===== src/design/bus_if_pkg.sv =====
/*
  Constants, enums and carrier structs for the CPU external bus interface.
  Assumes one clock domain, active-low asynchronous reset.
*/
// Notes on behaviour
// - One ungated clock, rising edge does all.
// - Async low reset clears every flop.
// - Program port: 22-bit address, 16-bit data.
// - Program words; byte loads pick even low.
// - Phase high first clock, low second.
// - Program read strobe one clock; data then.
// - Program write strobe one clock exactly.
// - Program and data write buses change only on writes.
// - Data port: 24-bit address, 8-bit data.
// - Explicit loads and stores use data port.
// - Data read strobe one clock; byte then.
// - Data write strobe one clock exactly.
// - Register bus one clock, never read+write.
// - Window maps to 6-bit address minus 0x20.
// - Internal registers raise no external strobes; window loads and stores still strobe the data port.
// - Register address valid only with strobes; also driven on internal accesses.
// - Register read data taken only when external.
// - Eight fixed-vector requests plus internal one.
// - Acknowledge two clocks; vector strobe second.
// - Internal request arrives clock-synchronous.
// - Vector loads low counter byte, rest zero.
// - One setup clock, then fetch word zero.
// - Idle register address and data are zero.
package bus_if_pkg;

  // ----------------------------------------
  // Widths
  // ----------------------------------------
  localparam int PADDR_W   = 22;
  localparam int PDATA_W   = 16;
  localparam int DADDR_W   = 24;
  localparam int DDATA_W   = 8;
  localparam int IOADDR_W  = 6;
  localparam int IRQ_EXT_N = 8;
  localparam int IRQ_IDX_W = 3;
  localparam int VEC_W     = 8;

  // ----------------------------------------
  // Addresses and reset values
  // ----------------------------------------
  localparam logic [DADDR_W-1:0] SFR_BASE = 24'h00_0020;
  localparam logic [DADDR_W-1:0] SFR_LAST = 24'h00_005F;
  localparam logic [PADDR_W-1:0] PC_RESET = 22'h00_0000;
  localparam logic [PADDR_W-1:0] PC_STEP  = 22'h00_0001;
  // Fixed vector spacing and base, plain defaults
  localparam logic [PADDR_W-1:0] EXT_VEC_BASE = 22'h00_0002;
  localparam logic [PADDR_W-1:0] EXT_VEC_STEP = 22'h00_0002;
  // I/O addresses served inside the core
  localparam logic [63:0] INTERNAL_IO_MASK = 64'hE000_0C00_4000_0000;

  // ----------------------------------------
  // Enums
  // ----------------------------------------
  typedef enum logic [2:0] {
    OP_IDLE   = 3'b000,  // No transfer
    OP_FETCH  = 3'b001,  // Instruction word fetch
    OP_PBYTE  = 3'b010,  // load_program_byte, byte address
    OP_PWRITE = 3'b011,  // Program word write
    OP_DLOAD  = 3'b100,  // indirect_load
    OP_DSTORE = 3'b101,  // displaced_store
    OP_IOIN   = 3'b110,  // Implicit register read
    OP_IOOUT  = 3'b111   // Implicit register write
  } op_kind_e;

  typedef enum logic [1:0] {
    ST_RESET  = 2'b00,
    ST_FIRST  = 2'b01,
    ST_SECOND = 2'b10,
    ST_SETUP  = 2'b11
  } state_e;

  // ----------------------------------------
  // Carriers
  // ----------------------------------------
  typedef struct packed {
    op_kind_e           kind;   // What to do
    logic               jump;   // Fetch from addr, not counter
    logic [DADDR_W-1:0] addr;   // Byte, word or I/O address
    logic [PDATA_W-1:0] wdata;  // Write word or byte
  } bus_op_s;

  typedef struct packed {
    logic               valid;  // One-clock read result
    logic [PDATA_W-1:0] data;   // Word, or byte in low bits
  } bus_rsp_s;

endpackage


===== src/design/addr_route.sv =====
/*
  Address decode for the register window.
  Assumes a stable latched address from the cycle sequencer.
*/
`timescale 1ns/1ps
`default_nettype none
module addr_route
  import bus_if_pkg::*;
(
  input  wire logic [DADDR_W-1:0]  addr,
  input  wire logic                is_io,
  output logic                     to_sfr,
  output logic [IOADDR_W-1:0]      io_addr,
  output logic                     sfr_external
);
  logic [DADDR_W-1:0] offset;  // Distance from window base

  // Window test and translation
  always_comb begin
    offset       = addr - SFR_BASE;
    to_sfr       = is_io || (addr >= SFR_BASE && addr <= SFR_LAST);
    io_addr      = is_io ? addr[IOADDR_W-1:0] : offset[IOADDR_W-1:0];
    sfr_external = !INTERNAL_IO_MASK[io_addr];
  end
endmodule
`default_nettype wire


===== src/design/irq_select.sv =====
/*
  Interrupt priority selection.
  Assumes requests are levels synchronous to the clock.
*/
`timescale 1ns/1ps
`default_nettype none
module irq_select
  import bus_if_pkg::*;
(
  input  wire logic [IRQ_EXT_N-1:0] ext_req,
  input  wire logic                 int_req,
  output logic                      ext_any,
  output logic [IRQ_IDX_W-1:0]      ext_idx,
  output logic                      any_req
);
  // Lowest index wins; internal only when no external
  always_comb begin
    ext_idx = '0;
    for (int i = IRQ_EXT_N - 1; i >= 0; i--) begin
      if (ext_req[i]) begin
        ext_idx = IRQ_IDX_W'(i);
      end
    end
    ext_any = |ext_req;
    any_req = ext_any || int_req;
  end
endmodule
`default_nettype wire


===== src/design/cpu_bus_interface.sv =====
/*
  Two-clock machine cycle sequencer driving program, data and
  register buses plus interrupt acknowledge.
  Assumes the core holds its request until core_ready is high.
*/
`timescale 1ns/1ps
`default_nettype none
module cpu_bus_interface
  import bus_if_pkg::*;
(
  input  wire logic                 clk_sys,
  input  wire logic                 reset_n,
  input  wire bus_op_s              core_op,
  output logic                      core_ready,
  output bus_rsp_s                  core_rsp,
  input  wire logic                 int_enable,
  output logic                      irq_taken,
  input  wire logic [DDATA_W-1:0]   io_int_rdata,
  output logic [PADDR_W-1:0]        pc_value,
  output logic                      cycle_phase,
  output logic [PADDR_W-1:0]        pmem_addr,
  output logic                      pmem_rd,
  output logic                      pmem_wr,
  output logic [PDATA_W-1:0]        pmem_wdata,
  input  wire logic [PDATA_W-1:0]   pmem_rdata,
  output logic [DADDR_W-1:0]        dmem_addr,
  output logic                      dmem_rd,
  output logic                      dmem_wr,
  output logic [DDATA_W-1:0]        dmem_wdata,
  input  wire logic [DDATA_W-1:0]   dmem_rdata,
  output logic [IOADDR_W-1:0]       sfr_addr,
  output logic                      sfr_rd,
  output logic                      sfr_wr,
  output logic [DDATA_W-1:0]        sfr_wdata,
  input  wire logic [DDATA_W-1:0]   sfr_rdata,
  input  wire logic [IRQ_EXT_N-1:0] ireq_ext,
  input  wire logic                 ireq_int,
  output logic                      int_ack,
  output logic                      ivec_rd,
  input  wire logic [VEC_W-1:0]     ivec_rdata
);

  // ----------------------------------------
  // Declarations
  // ----------------------------------------
  state_e                state;        // Sequencer state
  state_e                next_state;   // Its next value
  bus_op_s               cur_op;       // Request of this cycle
  logic                  cur_ack;      // Cycle is an acknowledge
  logic                  cur_ack_int;  // Acknowledge of internal request
  logic [IRQ_IDX_W-1:0]  ack_idx;      // External request acknowledged
  logic [PADDR_W-1:0]    pc;           // Program counter, words
  logic [PADDR_W-1:0]    fetch_addr;   // Word to fetch
  logic [PADDR_W-1:0]    ext_vector;   // Fixed vector of chosen request
  logic [PADDR_W-1:0]    vec_pc;       // Vector of the acknowledged request
  logic                  cycle_start;  // Next edge opens a cycle
  logic                  to_second;    // Next edge enters second clock
  logic                  ack_now;      // Acknowledge replaces fetch
  logic                  ext_any;      // Some external request
  logic [IRQ_IDX_W-1:0]  ext_idx;      // Lowest external request
  logic                  any_req;      // Any request pending
  logic                  to_sfr;       // Cycle uses register bus
  logic [IOADDR_W-1:0]   io_addr;      // Translated register address
  logic                  sfr_external; // Register lives outside
  logic                  is_io;        // Implicit register access
  logic                  is_read;      // Cycle returns data
  logic [DDATA_W-1:0]    sfr_data;     // Register read source

  // ----------------------------------------
  // Helpers
  // ----------------------------------------
  irq_select u_irq (
    .ext_req (ireq_ext),
    .int_req (ireq_int),
    .ext_any (ext_any),
    .ext_idx (ext_idx),
    .any_req (any_req)
  );

  addr_route u_route (
    .addr         (cur_op.addr),
    .is_io        (is_io),
    .to_sfr       (to_sfr),
    .io_addr      (io_addr),
    .sfr_external (sfr_external)
  );

  // Decodes of the current cycle
  always_comb begin
    is_io       = (cur_op.kind == OP_IOIN) || (cur_op.kind == OP_IOOUT);
    is_read     = (cur_op.kind == OP_FETCH) || (cur_op.kind == OP_PBYTE)
               || (cur_op.kind == OP_DLOAD) || (cur_op.kind == OP_IOIN);
    cycle_start = (state == ST_SETUP) || (state == ST_SECOND);
    to_second   = (state == ST_FIRST);
    cycle_phase = (state == ST_FIRST);
    // Acknowledge only at an instruction boundary
    ack_now     = (state == ST_SECOND) && int_enable && any_req
               && (core_op.kind == OP_FETCH);
    core_ready  = (state == ST_SECOND) && !ack_now;
    ext_vector  = EXT_VEC_BASE + PADDR_W'(ack_idx) * EXT_VEC_STEP;
    vec_pc      = cur_ack_int ? {{(PADDR_W - VEC_W){1'b0}}, ivec_rdata} : ext_vector;
    // Plain fetch right after an acknowledge goes to the vector
    fetch_addr  = core_op.jump ? core_op.addr[PADDR_W-1:0] : (cur_ack ? vec_pc : pc);
    sfr_data    = sfr_external ? sfr_rdata : io_int_rdata;
    pc_value    = pc;
  end

  // ----------------------------------------
  // Machine cycle sequencer
  // ----------------------------------------
  // Next state of the two-clock cycle
  always_comb begin
    case (state)
      ST_RESET:  next_state = ST_SETUP;
      ST_SETUP:  next_state = ST_FIRST;
      ST_FIRST:  next_state = ST_SECOND;
      ST_SECOND: next_state = ST_FIRST;
      default:   next_state = ST_RESET;
    endcase
  end

  // State register, single rising-edge clock
  always_ff @(posedge clk_sys or negedge reset_n) begin
    if (!reset_n) begin
      state <= ST_RESET;
    end else begin
      state <= next_state;
    end
  end

  // Request latch at each cycle start
  always_ff @(posedge clk_sys or negedge reset_n) begin
    if (!reset_n) begin
      cur_op      <= '0;
      cur_ack     <= 1'b0;
      cur_ack_int <= 1'b0;
      ack_idx     <= '0;
    end else if (cycle_start) begin
      if (state == ST_SETUP) begin
        // First fetch after the setup clock
        cur_op  <= '{kind: OP_FETCH, default: '0};
        cur_ack <= 1'b0;
      end else if (ack_now) begin
        // Fetch aborted, acknowledge instead
        cur_op      <= '0;
        cur_ack     <= 1'b1;
        cur_ack_int <= !ext_any;
        ack_idx     <= ext_idx;
      end else begin
        cur_op  <= core_op;
        cur_ack <= 1'b0;
      end
    end
  end

  // ----------------------------------------
  // Program memory port
  // ----------------------------------------
  // Counter, address and write word
  always_ff @(posedge clk_sys or negedge reset_n) begin
    if (!reset_n) begin
      pc         <= PC_RESET;
      pmem_addr  <= PC_RESET;
      pmem_wdata <= '0;
    end else if (state == ST_SETUP) begin
      pmem_addr <= PC_RESET;
      pc        <= PC_RESET + PC_STEP;
    end else if (cycle_start && !ack_now) begin
      // Vector lands as the acknowledge cycle closes
      if (cur_ack) begin
        pc <= vec_pc;
      end
      case (core_op.kind)
        OP_FETCH: begin
          pmem_addr <= fetch_addr;
          pc        <= fetch_addr + PC_STEP;
        end
        OP_PBYTE: begin
          pmem_addr <= core_op.addr[PADDR_W:1];
        end
        OP_PWRITE: begin
          pmem_addr  <= core_op.addr[PADDR_W-1:0];
          pmem_wdata <= core_op.wdata;
        end
        default: begin
          pmem_addr <= pmem_addr;
        end
      endcase
    end else if (state == ST_SECOND && cur_ack) begin
      // Repeated acknowledge still loads the vector
      pc <= vec_pc;
    end
  end

  // ----------------------------------------
  // Data memory port
  // ----------------------------------------
  // Address and write byte, held between uses
  always_ff @(posedge clk_sys or negedge reset_n) begin
    if (!reset_n) begin
      dmem_addr  <= '0;
      dmem_wdata <= '0;
    end else if (cycle_start && !ack_now && state == ST_SECOND) begin
      if (core_op.kind == OP_DLOAD) begin
        dmem_addr <= core_op.addr;
      end else if (core_op.kind == OP_DSTORE) begin
        dmem_addr  <= core_op.addr;
        dmem_wdata <= core_op.wdata[DDATA_W-1:0];
      end
    end
  end

  // ----------------------------------------
  // Strobes, second clock only
  // ----------------------------------------
  // Each strobe set entering second clock, cleared after
  always_ff @(posedge clk_sys or negedge reset_n) begin
    if (!reset_n) begin
      pmem_rd <= 1'b0;
      pmem_wr <= 1'b0;
      dmem_rd <= 1'b0;
      dmem_wr <= 1'b0;
    end else if (to_second) begin
      pmem_rd <= (cur_op.kind == OP_FETCH) || (cur_op.kind == OP_PBYTE);
      pmem_wr <= (cur_op.kind == OP_PWRITE);
      dmem_rd <= (cur_op.kind == OP_DLOAD);
      dmem_wr <= (cur_op.kind == OP_DSTORE);
    end else begin
      pmem_rd <= 1'b0;
      pmem_wr <= 1'b0;
      dmem_rd <= 1'b0;
      dmem_wr <= 1'b0;
    end
  end

  // ----------------------------------------
  // Register bus
  // ----------------------------------------
  // One-clock transfer in the second clock
  always_ff @(posedge clk_sys or negedge reset_n) begin
    if (!reset_n) begin
      sfr_addr  <= '0;
      sfr_wdata <= '0;
      sfr_rd    <= 1'b0;
      sfr_wr    <= 1'b0;
    end else if (to_second && to_sfr) begin
      // Address also carries internal traffic
      sfr_addr  <= io_addr;
      sfr_rd    <= sfr_external && ((cur_op.kind == OP_DLOAD) || (cur_op.kind == OP_IOIN));
      sfr_wr    <= sfr_external && ((cur_op.kind == OP_DSTORE) || (cur_op.kind == OP_IOOUT));
      if ((cur_op.kind == OP_DSTORE) || (cur_op.kind == OP_IOOUT)) begin
        sfr_wdata <= cur_op.wdata[DDATA_W-1:0];
      end else begin
        sfr_wdata <= '0;
      end
    end else begin
      // Idle bus reads as zero
      sfr_addr  <= '0;
      sfr_wdata <= '0;
      sfr_rd    <= 1'b0;
      sfr_wr    <= 1'b0;
    end
  end

  // ----------------------------------------
  // Read results
  // ----------------------------------------
  // Sampled at the edge that ends the cycle
  always_ff @(posedge clk_sys or negedge reset_n) begin
    if (!reset_n) begin
      core_rsp <= '0;
    end else if (state == ST_SECOND && is_read) begin
      core_rsp.valid <= 1'b1;
      case (cur_op.kind)
        OP_FETCH: core_rsp.data <= pmem_rdata;
        OP_PBYTE: begin
          // Even byte address is the low byte
          if (cur_op.addr[0]) begin
            core_rsp.data <= {8'h00, pmem_rdata[15:8]};
          end else begin
            core_rsp.data <= {8'h00, pmem_rdata[7:0]};
          end
        end
        OP_DLOAD: begin
          if (to_sfr) begin
            core_rsp.data <= {8'h00, sfr_data};
          end else begin
            core_rsp.data <= {8'h00, dmem_rdata};
          end
        end
        default: core_rsp.data <= {8'h00, sfr_data};
      endcase
    end else begin
      core_rsp.valid <= 1'b0;
    end
  end

  // ----------------------------------------
  // Interrupt acknowledge
  // ----------------------------------------
  // Acknowledge over both clocks, vector strobe in second
  always_ff @(posedge clk_sys or negedge reset_n) begin
    if (!reset_n) begin
      int_ack   <= 1'b0;
      ivec_rd   <= 1'b0;
      irq_taken <= 1'b0;
    end else begin
      if (cycle_start) begin
        int_ack <= ack_now;
      end
      ivec_rd   <= to_second && cur_ack && cur_ack_int;
      irq_taken <= (state == ST_SECOND) && cur_ack;
    end
  end
endmodule
`default_nettype wire


===== config.mk =====
export PLATFORM = sky130hd
export DESIGN_NAME = cpu_bus_interface
export DESIGN_NICKNAME = d
export VERILOG_FILES = /design/src/design/bus_if_pkg.sv /design/src/design/addr_route.sv /design/src/design/irq_select.sv /design/src/design/cpu_bus_interface.sv
export SDC_FILE = /design/constraint.sdc
export NUM_CORES = 1
export LEC_CHECK = 0
export BUFFER_PORTS_ARGS = -buffer_cell sky130_fd_sc_hd__buf_4
export CAP_MARGIN = 10
export CELL_PAD_IN_SITES_DETAIL_PLACEMENT = 1
export CELL_PAD_IN_SITES_GLOBAL_PLACEMENT = 2
export CORE_AREA = 4 4 152 213
export CTS_CLUSTER_SIZE = 30
export DETAILED_ROUTE_END_ITERATION = 6
export DIE_AREA = 0 0 156 217
export PLACE_DENSITY = 0.78
export SLEW_MARGIN = 20
export SYNTH_ARGS = -nofsm -noshare
export SYNTH_HDL_FRONTEND = slang
export SYNTH_HIERARCHICAL = 1
export SYNTH_SLANG_ARGS = --single-unit

===== constraint.sdc =====
create_clock -name clk_sys -period 2.7 [get_ports clk_sys]
set_input_delay 0.54 -clock clk_sys [delete_from_list [all_inputs] [get_ports clk_sys]]
set_output_delay 0.54 -clock clk_sys [all_outputs]
set_load 0.1 [all_outputs]

# --- After elaboration in Yosys (flattened, before gate mapping) ---
# Memory sizes are Yosys's and may differ from the RTL's.
# Index checks and enable logic that the tools add are counted.
# W data, S select, Z words.
op_classes:
  addsub: 3
  multipliers: 0
  n_div: 0
  order_cmp: 3
  n_eq_ne: 15
  n_shift: 0
  mux: 41
  n_bitwise: 2
  reduce_logical: 38
ops:
  columns: ["cell", "count"]
  rows:
  - ["$mux W22", 8]
  - ["$mux W44", 2]
  - ["$pmux W22 S3", 1]
  - ["$mux W24", 2]
  - ["$mux W8", 6]
  - ["$pmux W16 S3", 1]
  - ["$ge A24 B6 Y1 const B", 1]
  - ["$le A24 B7 Y1 const B", 1]
  - ["$mux W3", 8]
  - ["$add A22 B1 Y22 const B", 1]
  - ["$eq A3 B3 Y1 const B", 6]
  - ["$logic_and A1 B1 Y1", 14]
  - ["$eq A3 B2 Y1 const B", 4]
  - ["$mux W6", 2]
  - ["$mux W1", 10]
  - ["$logic_or A1 B1 Y1", 9]
  - ["$reduce_and A3 Y1", 3]
  - ["$reduce_or A8 Y1", 1]
  - ["$lt A6 B7 Y1 const B", 1]
  - ["$eq A3 B1 Y1 const B", 2]
  - ["$pmux W2 S3", 1]
  - ["$sub A6 B6 Y6 const B", 1]
  - ["$add A2 B4 Y5 const A", 1]
  - ["$eq A2 B2 Y1 const B", 2]
  - ["other kinds (9)", 14]
totals:
  regBits: 174
  latch_bits: 0
  ram_bits: 0
  rom_bits: 64
  input_bits: 104
  out_inout_bits: 134
  word_cells: 128
  memories: 1
memory_table:
  columns: ["name", "depth", "width", "read_ports", "rd_clocked_by_memory_dff", "wr", "line", "source"]
  rows:
  - ["(name not given)", 64, 1, 1, 0, 0, "addr_route.sv:23", "sfr_external = !INTERNAL_IO_MASK[io_addr];"]

# --- Longest topological paths before layout ---
# Gate-level depths: netlist of the first run.
depth:
  word_depth: 8
  ltp_mapped: 13
  ltp_nobuf: 10

# --- Modules after synthesis ---
# The synthesis of the first run kept the hierarchy.
by_module_without_submodules:
  columns: ["mod", "instances", "cells_per_inst", "area_per_inst_um2", "seq_area_each_um2"]
  rows:
  - ["cpu_bus_interface", 1, 803, 8500.7, 4354.2]
  - ["addr_route", 1, 20, 146.4, 0.0]
  - ["irq_select", 1, 14, 95.1, 0.0]

# --- Worst setup path after synthesis of the first run ---
# OpenSTA, ideal clock, no wires.
synth_path:
  path_type: "input -> register"
  start: "in core_op[40] (netlist name)"
  end: "reg pc[20], in the netlist pc_value[20]"
  setup_time_ns: 0.123
  arrival_ns: 3.472
  required_ns: 2.577
  setup_slack_ns: -0.895
  cell_stages: 13
  path_buffers: 5
  path_cell_list: "buf_2 -> clkbuf_1 -> buf_2 -> buf_1 -> buf_2 -> a21o_1 -> ha_1 -> inv_1 -> a2111o_1 -> o31ai_4 -> nand4_4 -> or3_1 -> a32o_1"
synth_between:
  elab_chain_cells: 5
synth_rtl:
  columns: ["element", "line", "source"]
  rows:
  - ["start, declared", "cpu_bus_interface.sv:13", "input wire bus_op_s core_op,"]
  - ["$mux W22", "cpu_bus_interface.sv:103", "fetch_addr = core_op.jump ? core_op.addr[PADDR_W-1:0] : (cur_ack ? vec_pc : pc);"]
  - ["$add A22 B1 Y22", "cpu_bus_interface.sv:176", "pc <= fetch_addr + PC_STEP;"]
  - ["$mux W22", "cpu_bus_interface.sv:173", "case (core_op.kind)"]
  - ["$mux W22", "cpu_bus_interface.sv:168", "end else if (cycle_start && !ack_now) begin"]
  - ["$mux W22", "cpu_bus_interface.sv:165", "end else if (state == ST_SETUP) begin"]
  - ["end signal, assigned", "cpu_bus_interface.sv:167", "pc <= PC_RESET + PC_STEP;"]
  - ["end signal, assigned", "cpu_bus_interface.sv:171", "pc <= vec_pc;"]
  - ["end signal, assigned", "cpu_bus_interface.sv:176", null]
  - ["end, declared", "cpu_bus_interface.sv:52", "logic [PADDR_W-1:0] pc;"]
# No other way between the ends.
# A chain may end at the register's enable or synchronous reset.

# --- Final worst setup path of the first run ---
layout_path:
  start: "reg cur_ack_int"
  end: "reg pc[18], in the netlist pc_value[18]"
layout_between:
  elab_chain_cells: 7
layout_rtl:
  columns: ["element", "line", "source"]
  rows:
  - ["start, declared", "cpu_bus_interface.sv:50", "logic cur_ack_int;"]
  - ["start signal, assigned", "cpu_bus_interface.sv:147", "cur_ack_int <= !ext_any;"]
  - ["$mux W8", "cpu_bus_interface.sv:101", "vec_pc = cur_ack_int ? {{(PADDR_W - VEC_W){1'b0}}, ivec_rdata} : ext_vector;"]
  - ["$mux W22", null, null]
  - ["$mux W22", "cpu_bus_interface.sv:103", null]
  - ["$add A22 B1 Y22", "cpu_bus_interface.sv:176", null]
  - ["$mux W22", "cpu_bus_interface.sv:173", null]
  - ["$mux W22", "cpu_bus_interface.sv:168", null]
  - ["$mux W22", "cpu_bus_interface.sv:165", null]
# No other way between the ends.

==> qor.csv, run 1 <==
stage;metric;value;unit
run_status;outcome;finished with violations;
run_status;violations;setup timing;
detailed_routing;highest_layer;met4;
detailed_routing;drc;0;
die;fp.dieW;156;um
critical_path;cp_slowest_cell;dfrtp_1;
global_route;grt_pass1_vias;8443;
die;core_region_area;30520;um2
detailed_routing;drt_first_pass_iters;4;
critical_path;worstSetupPathType;reg -> reg;
place;io_buffers;237;
run;drv_cap;0;
timing;rsz0062_at_grt;yes;
finish;fin_nets;1217;
clocking;cts_tree;yes;
finish;diodes;0;
yosys;synth_area_leaders;dfrtp_1 (50%), mux2_2 (7.6%), nand2_1 (4.7%);
yosys;syn_nets;943;
detailed_routing;wl;32850;um
timing;slew_violations;0;
timing;setup_slack;-128.2;ps
global_route;grt_pass1_wl;50190;um
critical_path;crit_path_max_incr_delay;380;ps
clocking;clockBufferDepth;2;
yosys;syn_inst;837;
timing;fin_crit_sh;104.7;%
yosys;synth_area;8742;um2
detailed_routing;met3_length;1252;um
die;dieArea;33850;um2
pwr;ir_worst_vdd;0.4383;mV
timing;fin_skew;14.23;ps
timing;max_freq;353.6;MHz
critical_path;cp-startpoint;cur_ack_int;
timing;hold_viol_final;0;
global_route;grt_antenna_before_repair;0;
critical_path;arrival;3180;ps
timing;tightestPinTransition;759.6;ps
place;dp_hpwl;25050;um
place;post-place-cells;1472;
detailed_routing;routedLengthMet1;13070;um
place;place_congestion;0.8274;
detailed_routing;wl_per_cell;21.69;um
clocking;cts_buffers;17;
yosys;ys_seq_area_share;49.81;%
critical_path;path_max_fanout;5;
clocking;h-tree-depth;4;
detailed_routing;ant_nets;0;
yosys;post_synth_num_cell_types;73;
pwr;leakagePower;5.771;nW
yosys;async_flop_share;100.0;%
clocking;clock_latency;440;ps
timing;period_needed;2828;ps
critical_path;worstPathCellList;or2_4 > a311oi_4 > a21o_1 > ha_2 > inv_1 > a2111o_1 > o31ai_4 > nand4_4 > buf_6 > o31a_1 > o31ai_1;
finish;layout-drive-gt1-share;38.79;%
pwr;p_per_area;819.1;nW/um2
clocking;clockRootBuffer;clkbuf_16;
timing;tns;-412.4;ps
finish;final_common_cell;buf_4;
yosys;synth-edff-count;0;
detailed_routing;viasPerCell;5.151;
yosys;yosys_warnings;6;
finish;instances_no_fill;1514;
global_route;gr-total-overflow;0;
detailed_routing;vias;7799;
yosys;syn_area_per_cell;10.44;um2
global_route;grt_max_degree;68;
yosys;synth_ff_type;dfrtp_1;
yosys;synth_top_area_share;49.81;%
detailed_routing;wl_met2;17690;um
die;rows;76;
die;fp.dieH;217;um
pwr;total_power;9.905;mW
critical_path;critPathLaunchType;register;
timing;finalSetupViolations;7;
yosys;synth_top_area_cell;dfrtp_1;
critical_path;worst_setup_path_end_kind;register;
critical_path;crit_required;3050;ps
clocking;ctsHoldBuffers;0;
hold_path;min_path_type;in -> async;
clocking;cts.sink_count;174;
yosys;ys_seq_elements;174;
timing;relSlewSlack;49.36;%
finish;final_cell_mix;buf_4 (306), dfrtp_1 (172), nand2_1 (109), mux2_2 (59), a22o_1 (43);
clocking;clk_pin_slew_worst_paths;80;ps
global_route;grt_use_total;19.32;%
die;ios;238;
critical_path;r2r-start;cur_ack_int;
die;initial_core_util;28.64;%
detailed_routing;drt_iter0_drc;353;
timing;worst_hold_slack;109.4;ps
finish;areaGrowthSynthToFinish;38.33;%
worst max-delay path, delay by kind of cell (launching register included):
kind                     cells  cell delay [ps]
adder cells (fa/ha/maj)      1              190
AND/OR/NAND/NOR              2              410
flip-flops                   1              380
AO/OA/AOI/OAI                6             1560
buffers and inverters        2              200
cells by family (layout without fill, tap and decap cells):
group	Yosys count	count (layout)	share of synthesized area [%]
adder cells (fa/ha/maj)	2	2	0.2862
multiplexers	91	91	11.26
AO/OA/AOI/OAI	209	209	17.89
XOR/XNOR	10	10	1.002
buffers and inverters	77	364	3.836
AND/OR/NAND/NOR	274	274	15.92
flip-flops	174	174	49.81
path summary, 6_finish.rpt:
path	endpoint	slack, ps	cells past startpoint
min in group clk_sys	core_rsp[13]	330	3
max in group asynchronous	dmem_addr[2]	1820	2
worst max register to register	pc_value[18]	-130	11
worst max-delay path	pc_value[18]	-130	11
worst min register to register	core_rsp[9]	480	2
worst min-delay path	irq_taken	110	1
per-stage QoR:
step	instance area [um2]	setup WS [ps]	utilization, %
after floorplan	8796	-405.4	-
after global placement	11360	-231.1	37.21
final	12090	-128.2	39.62
after global routing	12090	-270.3	39.62
after CTS	12030	-93.12	39.42
after detailed placement	11360	-298.5	37.21
state kept, by name, indices dropped and copies added, names as in the netlist, 2 cells and up:
signal	count
pc_value	22
dmem_addr	24
state	2
cur_op	35
ack_idx	3
core_rsp	17
pmem_wdata	16
sfr_wdata	8
sfr_addr	6
pmem_addr	22
dmem_wdata	8
timing repair:
action	in CTS	in global routing
buffers inserted	9	1
gates resized for setup	9	10
endpoints found under the setup margin	9	20
pin swaps	10	5
metal layers:
metal / vias up / track usage [%]
met4: 0 / 7.416
met1: 3970 / 22.47
met2: 181 / 35.37
met5: - / 0
li1: 3610 / -
met3: 38 / 2.865
power breakdown:
part | internal (mW) | switching [mW] | leakage, nW
registers | 2.95 | 0.256 | 2.13
clock network | 1.40 | 1.10 | 0.277
logic | 1.05 | 3.15 | 3.37
area by class of cell:
class	instances	area, um2
clock buffers	20	446.7
clock inverters	12	136.4
fillers	3398	18430
inverters	16	60.06
multi-input cells	586	4151
flip-flops and latches	174	4357
well taps	390	488.0
repair buffers	316	2454
synthesized netlist by cell type, drive strengths merged (9+ instances only):
master	instances
buf	22
and3	13
mux2	59
a22oi	10
and2	12
mux2i	32
a21oi	39
nor4	9
o21ai	31
clkbuf	39
nor2	42
nand3	20
inv	16
dfrtp	174
nand2	110
o31ai	22
a32o	18
a22o	43
nor3	14
Power figures use the tool's default switching activity.
==> run 2, diff against run 1 <==
--- a/config.mk
+++ b/config.mk
@@ -5,14 +5,15 @@
 export SDC_FILE = /design/constraint.sdc
 export NUM_CORES = 1
 export LEC_CHECK = 0
+export ABC_AREA = 1
 export BUFFER_PORTS_ARGS = -buffer_cell sky130_fd_sc_hd__buf_4
 export CAP_MARGIN = 10
 export CELL_PAD_IN_SITES_DETAIL_PLACEMENT = 1
 export CELL_PAD_IN_SITES_GLOBAL_PLACEMENT = 2
-export CORE_AREA = 4 4 152 213
+export CORE_AREA = 4 4 160 224
 export CTS_CLUSTER_SIZE = 30
 export DETAILED_ROUTE_END_ITERATION = 6
-export DIE_AREA = 0 0 156 217
+export DIE_AREA = 0 0 164 228
 export PLACE_DENSITY = 0.78
 export SLEW_MARGIN = 20
 export SYNTH_ARGS = -nofsm -noshare
==> run 2 against run 1 <==
The flow now finishes without violations. Final cell count grew 21%. Global-route usage shrank 1.3 points. Sequential share of layout area shrank 0.080 points. Critical path depth shrank 2. Area after synthesis grew 3.8%. Via count grew 11%. Hold slack lost 83 ps. Combinational power shrank 4%. Sequential power is essentially flat. Synthesized cell count grew 34%. Sequential cell count is the same.
==> qor.csv, run 2 <==
stage;metric;value;unit;change
detailed_routing;drt_first_pass_iters;5;;was 4
pwr;ir_worst_vdd;0.2776;mV;was 0.4383 mV
pwr;p_per_area;807.1;nW/um2;was 819.1 nW/um2
timing;tightestPinTransition;711.1;ps;was 759.6 ps
yosys;synth_top_area_cell;dfrtp_1;;unchanged
global_route;gr-usage-met2;32.23;%;was 35.37%
die;core_region_area;33830;um2;was 30520 um2
pwr;switching_share;45.69;%;was 45.53%
global_route;grt_use_total;18.05;%;was 19.32%
clocking;cts.sink_count;174;;unchanged
place;placement.cell_area;11520;um2;was 11360 um2
finish;final_common_cell;nand2_1;;was buf_4
finish;largestRegisters;cur_op (35), dmem_addr (24);;unchanged
finish;fin_nets;1477;;was 1217
finish;areaGrowthSynthToFinish;33.53;%;was 38.33%
yosys;synth.most_common_cell;nand2_1;;was dfrtp_1
detailed_routing;wl;33830;um;was 32850 um
global_route;met3_usage;3.250;%;was 2.865%
finish;top_register;cur_op;;unchanged
clocking;ctsResizeCount;0;;was 9
timing;period_needed;2518;ps;was 2828 ps
critical_path;rrSetupSlack;240;ps;was -130 ps
global_route;grt_pass1_vias;9165;;was 8443
critical_path;worst-r2r-cell-count;16;;was 11
yosys;syn_nets;1225;;was 943
global_route;grt_antenna_before_repair;1;;was 0
clocking;clk_pin_slew_worst_paths;60;ps;was 80 ps
yosys;synth_top_area_share;48.00;%;was 49.81%
die;fp.dieW;164;um;was 156 um
run_status;outcome;finished clean;;was finished with violations
finish;final_cell_area;12110;um2;was 12090 um2
place;dp_hpwl;27040;um;was 25050 um
pwr;leakagePower;5.969;nW;was 5.771 nW
yosys;ys_seq_area_share;48.00;%;was 49.81%
finish;largest_reg_flops;35;;unchanged
timing;setup_slack;182.5;ps;was -128.2 ps
pwr;p_switching;4.467;mW;was 4.509 mW
clocking;ctsHoldBuffers;0;;unchanged
detailed_routing;vias;8638;;was 7799
detailed_routing;ant_nets;0;;unchanged
yosys;async_flop_share;100.0;%;unchanged
critical_path;critPathLaunchType;input port;;was register
yosys;synth_common_cells;nand2_1 (314), dfrtp_1 (174), o21ai_0 (110);;was dfrtp_1 (174), nand2_1 (110), mux2_2 (59)
critical_path;r2r-end;pc_value[16];;was pc_value[18]
global_route;grt_pass1_wl;52650;um;was 50190 um
hold_path;min_path_type;in -> async;;unchanged
clocking;clock_latency;450;ps;was 440 ps
critical_path;r2r-start;cur_ack_int;;unchanged
global_route;gr-total-overflow;0;;unchanged
place;io_buffers;237;;unchanged
pwr;internal-power;5.309;mW;was 5.395 mW
timing;finalSetupViolations;0;;was 7
pwr;total_power;9.776;mW;was 9.905 mW
critical_path;crit_required;2160;ps;was 3050 ps
pwr;clock_power_share;25.9;%;was 25.2%
yosys;synth_area_leaders;dfrtp_1 (48%), nand2_1 (13%), o21ai_0 (6.1%);;was dfrtp_1 (50%), mux2_2 (7.6%), nand2_1 (4.7%)
die;ios;238;;unchanged
die;fp.dieH;228;um;was 217 um
die;rows;80;;was 76
clocking;postCtsSetupBuffers;0;;was 9
finish;final_cell_mix;nand2_1 (314), buf_4 (282), dfrtp_1 (174), o21ai_0 (110), inv_1 (99);;was buf_4 (306), dfrtp_1 (172), nand2_1 (109), mux2_2 (59), a22o_1 (43)
yosys;post_synth_num_cell_types;49;;was 73
run;drv_cap;0;;unchanged
timing;max_freq;397.2;MHz;was 353.6 MHz
timing;hold_viol_final;0;;unchanged
clocking;clockBufferDepth;2;;unchanged
global_route;grt.met1_usage;21.94;%;was 22.47%
critical_path;worst_setup_path_end_kind;primary output;;was register
timing;fin_crit_sh;93.24;%;was 104.7%
critical_path;arrival;1980;ps;was 3180 ps
detailed_routing;drc;0;;unchanged
yosys;syn_area_per_cell;8.107;um2;was 10.44 um2
detailed_routing;viasPerCell;4.710;;was 5.151
timing;rsz0062_at_grt;no;;was yes
yosys;synth_area;9071;um2;was 8742 um2
detailed_routing;wl_per_cell;18.45;um;was 21.69 um
pwr;p_seq_share;32.6;%;was 32.3%
yosys;ys_seq_elements;174;;unchanged
die;dieArea;37390;um2;was 33850 um2
pwr;p_comb_share;41.5;%;was 42.5%
timing;fin_skew;8.154;ps;was 14.23 ps
place;dp_slack;74.63;ps;was -298.5 ps
critical_path;path_max_fanout;3;;was 5
detailed_routing;drt_iter0_drc;437;;was 353
yosys;syn_inst;1119;;was 837
die;initial_core_util;26.81;%;was 28.64%
global_route;grt_busiest_layer;met2;;unchanged
timing;worst_hold_slack;26.32;ps;was 109.4 ps
yosys;synth-edff-count;0;;unchanged
clocking;cts_tree;yes;;unchanged
global_route;grt_max_degree;56;;was 68
yosys;yosys_warnings;6;;unchanged
clocking;h-tree-depth;4;;unchanged
finish;utilization;35.80;%;was 39.62%
timing;slew_violations;0;;unchanged
clocking;cts_buffers;17;;unchanged
yosys;synth_ff_type;dfrtp_1;;unchanged
clocking;clockRootBuffer;clkbuf_16;;unchanged
critical_path;worstSetupPathType;in -> out;;was reg -> reg
place;place_congestion;0.8609;;was 0.8274
timing;relSlewSlack;52.54;%;was 49.36%
finish;layout-drive-gt1-share;28.58;%;was 38.79%
==> run 2: changes by cell type after synthesis, sizes merged, moves of 13 or more <==
cell	previous run	this run
a22o	43	0
a32o	18	0
and3	13	0
buf	22	35
clkbuf	39	18
inv	16	114
mux2	59	17
mux2i	32	8
nand2	110	325
nand3	20	66
nor2	42	71
o21ai	31	134
o22ai	1	32
o31ai	22	3
==> run 2: worst max path at each step <==
stage / start / endpoint / slack, ps / cells past startpoint
after floorplan: ireq_ext[6] / pmem_wdata[10] / -170 / 11
after global placement: ireq_ext[1] / pc_value[0] / 140 / 13
after detailed placement: ireq_ext[1] / pc_value[0] / 70 / 13
after CTS: ireq_ext[6] / core_ready / 180 / 9
after global routing: cur_ack_int / pc_value[16] / 20 / 16
final: ireq_ext[6] / core_ready / 180 / 9
==> run 2: cell families after synthesis <==
family,after synthesis,share of synthesized area [%]
buffers and inverters,173,8.317
adders and majority gates,2,0.2758
AOI/OAI and AO/OA,238,15.21
DFF,174,48.00
muxes,25,3.407
and+or+nand+nor,505,24.59
xor gates and xnor gates,2,0.1931
==> run 2: per-layer routing <==
| layer | share of wire (%) | up-vias |
|---|---|---|
| li1 | - | 4197 |
| met1 | 42 | 4206 |
| met4 | 2.0 | 0 |
| met2 | 52 | 199 |
| met5 | 0 | - |
| met3 | 4.3 | 36 |
==> run 2: power groups by stage <==
| stage | Sequential (mW) | Clock (mW) | Combinational (mW) |
|---|---|---|---|
| after floorplan | 5.32 | 0 | 0.841 |
| after global placement | 3.22 | 0 | 4.06 |
| after detailed placement | 3.23 | 0 | 4.09 |
| after CTS | 3.19 | 2.59 | 4.09 |
| after global routing | 3.23 | 2.70 | 4.27 |
| final | 3.18 | 2.53 | 4.06 |
==> run 2: metrics by stage <==
| step | TNS (ps) | std cells |
|---|---|---|
| 2_1_floorplan | -1982 | 1119 |
| 3_3_place_gp | 0 | 1803 |
| 3_5_place_dp | 0 | 1803 |
| 4_1_cts | 0 | 1833 |
| 5_1_grt | 0 | 1834 |
| 6_report | 0 | 1834 |
==> run 2: worst max-delay path, cell delays in order <==
cell and delay (ps):
buf_4 110, or2_4 260, nor3_4 140, nand2_2 70, or2_1 250, nand4_4 120, nand2_4 60, nor2_4 110
buf_4 310
==> run 2: area by class of cell <==
cell class	count	area, um2
fillers	4175	21720
flip-flops and latches	174	4354
multi-input cells	772	3963
repair buffers	286	2188
well taps	451	564.3
inverters	120	454.2
clock buffers	20	446.7
clock inverters	10	140.1
diodes	1	2.502
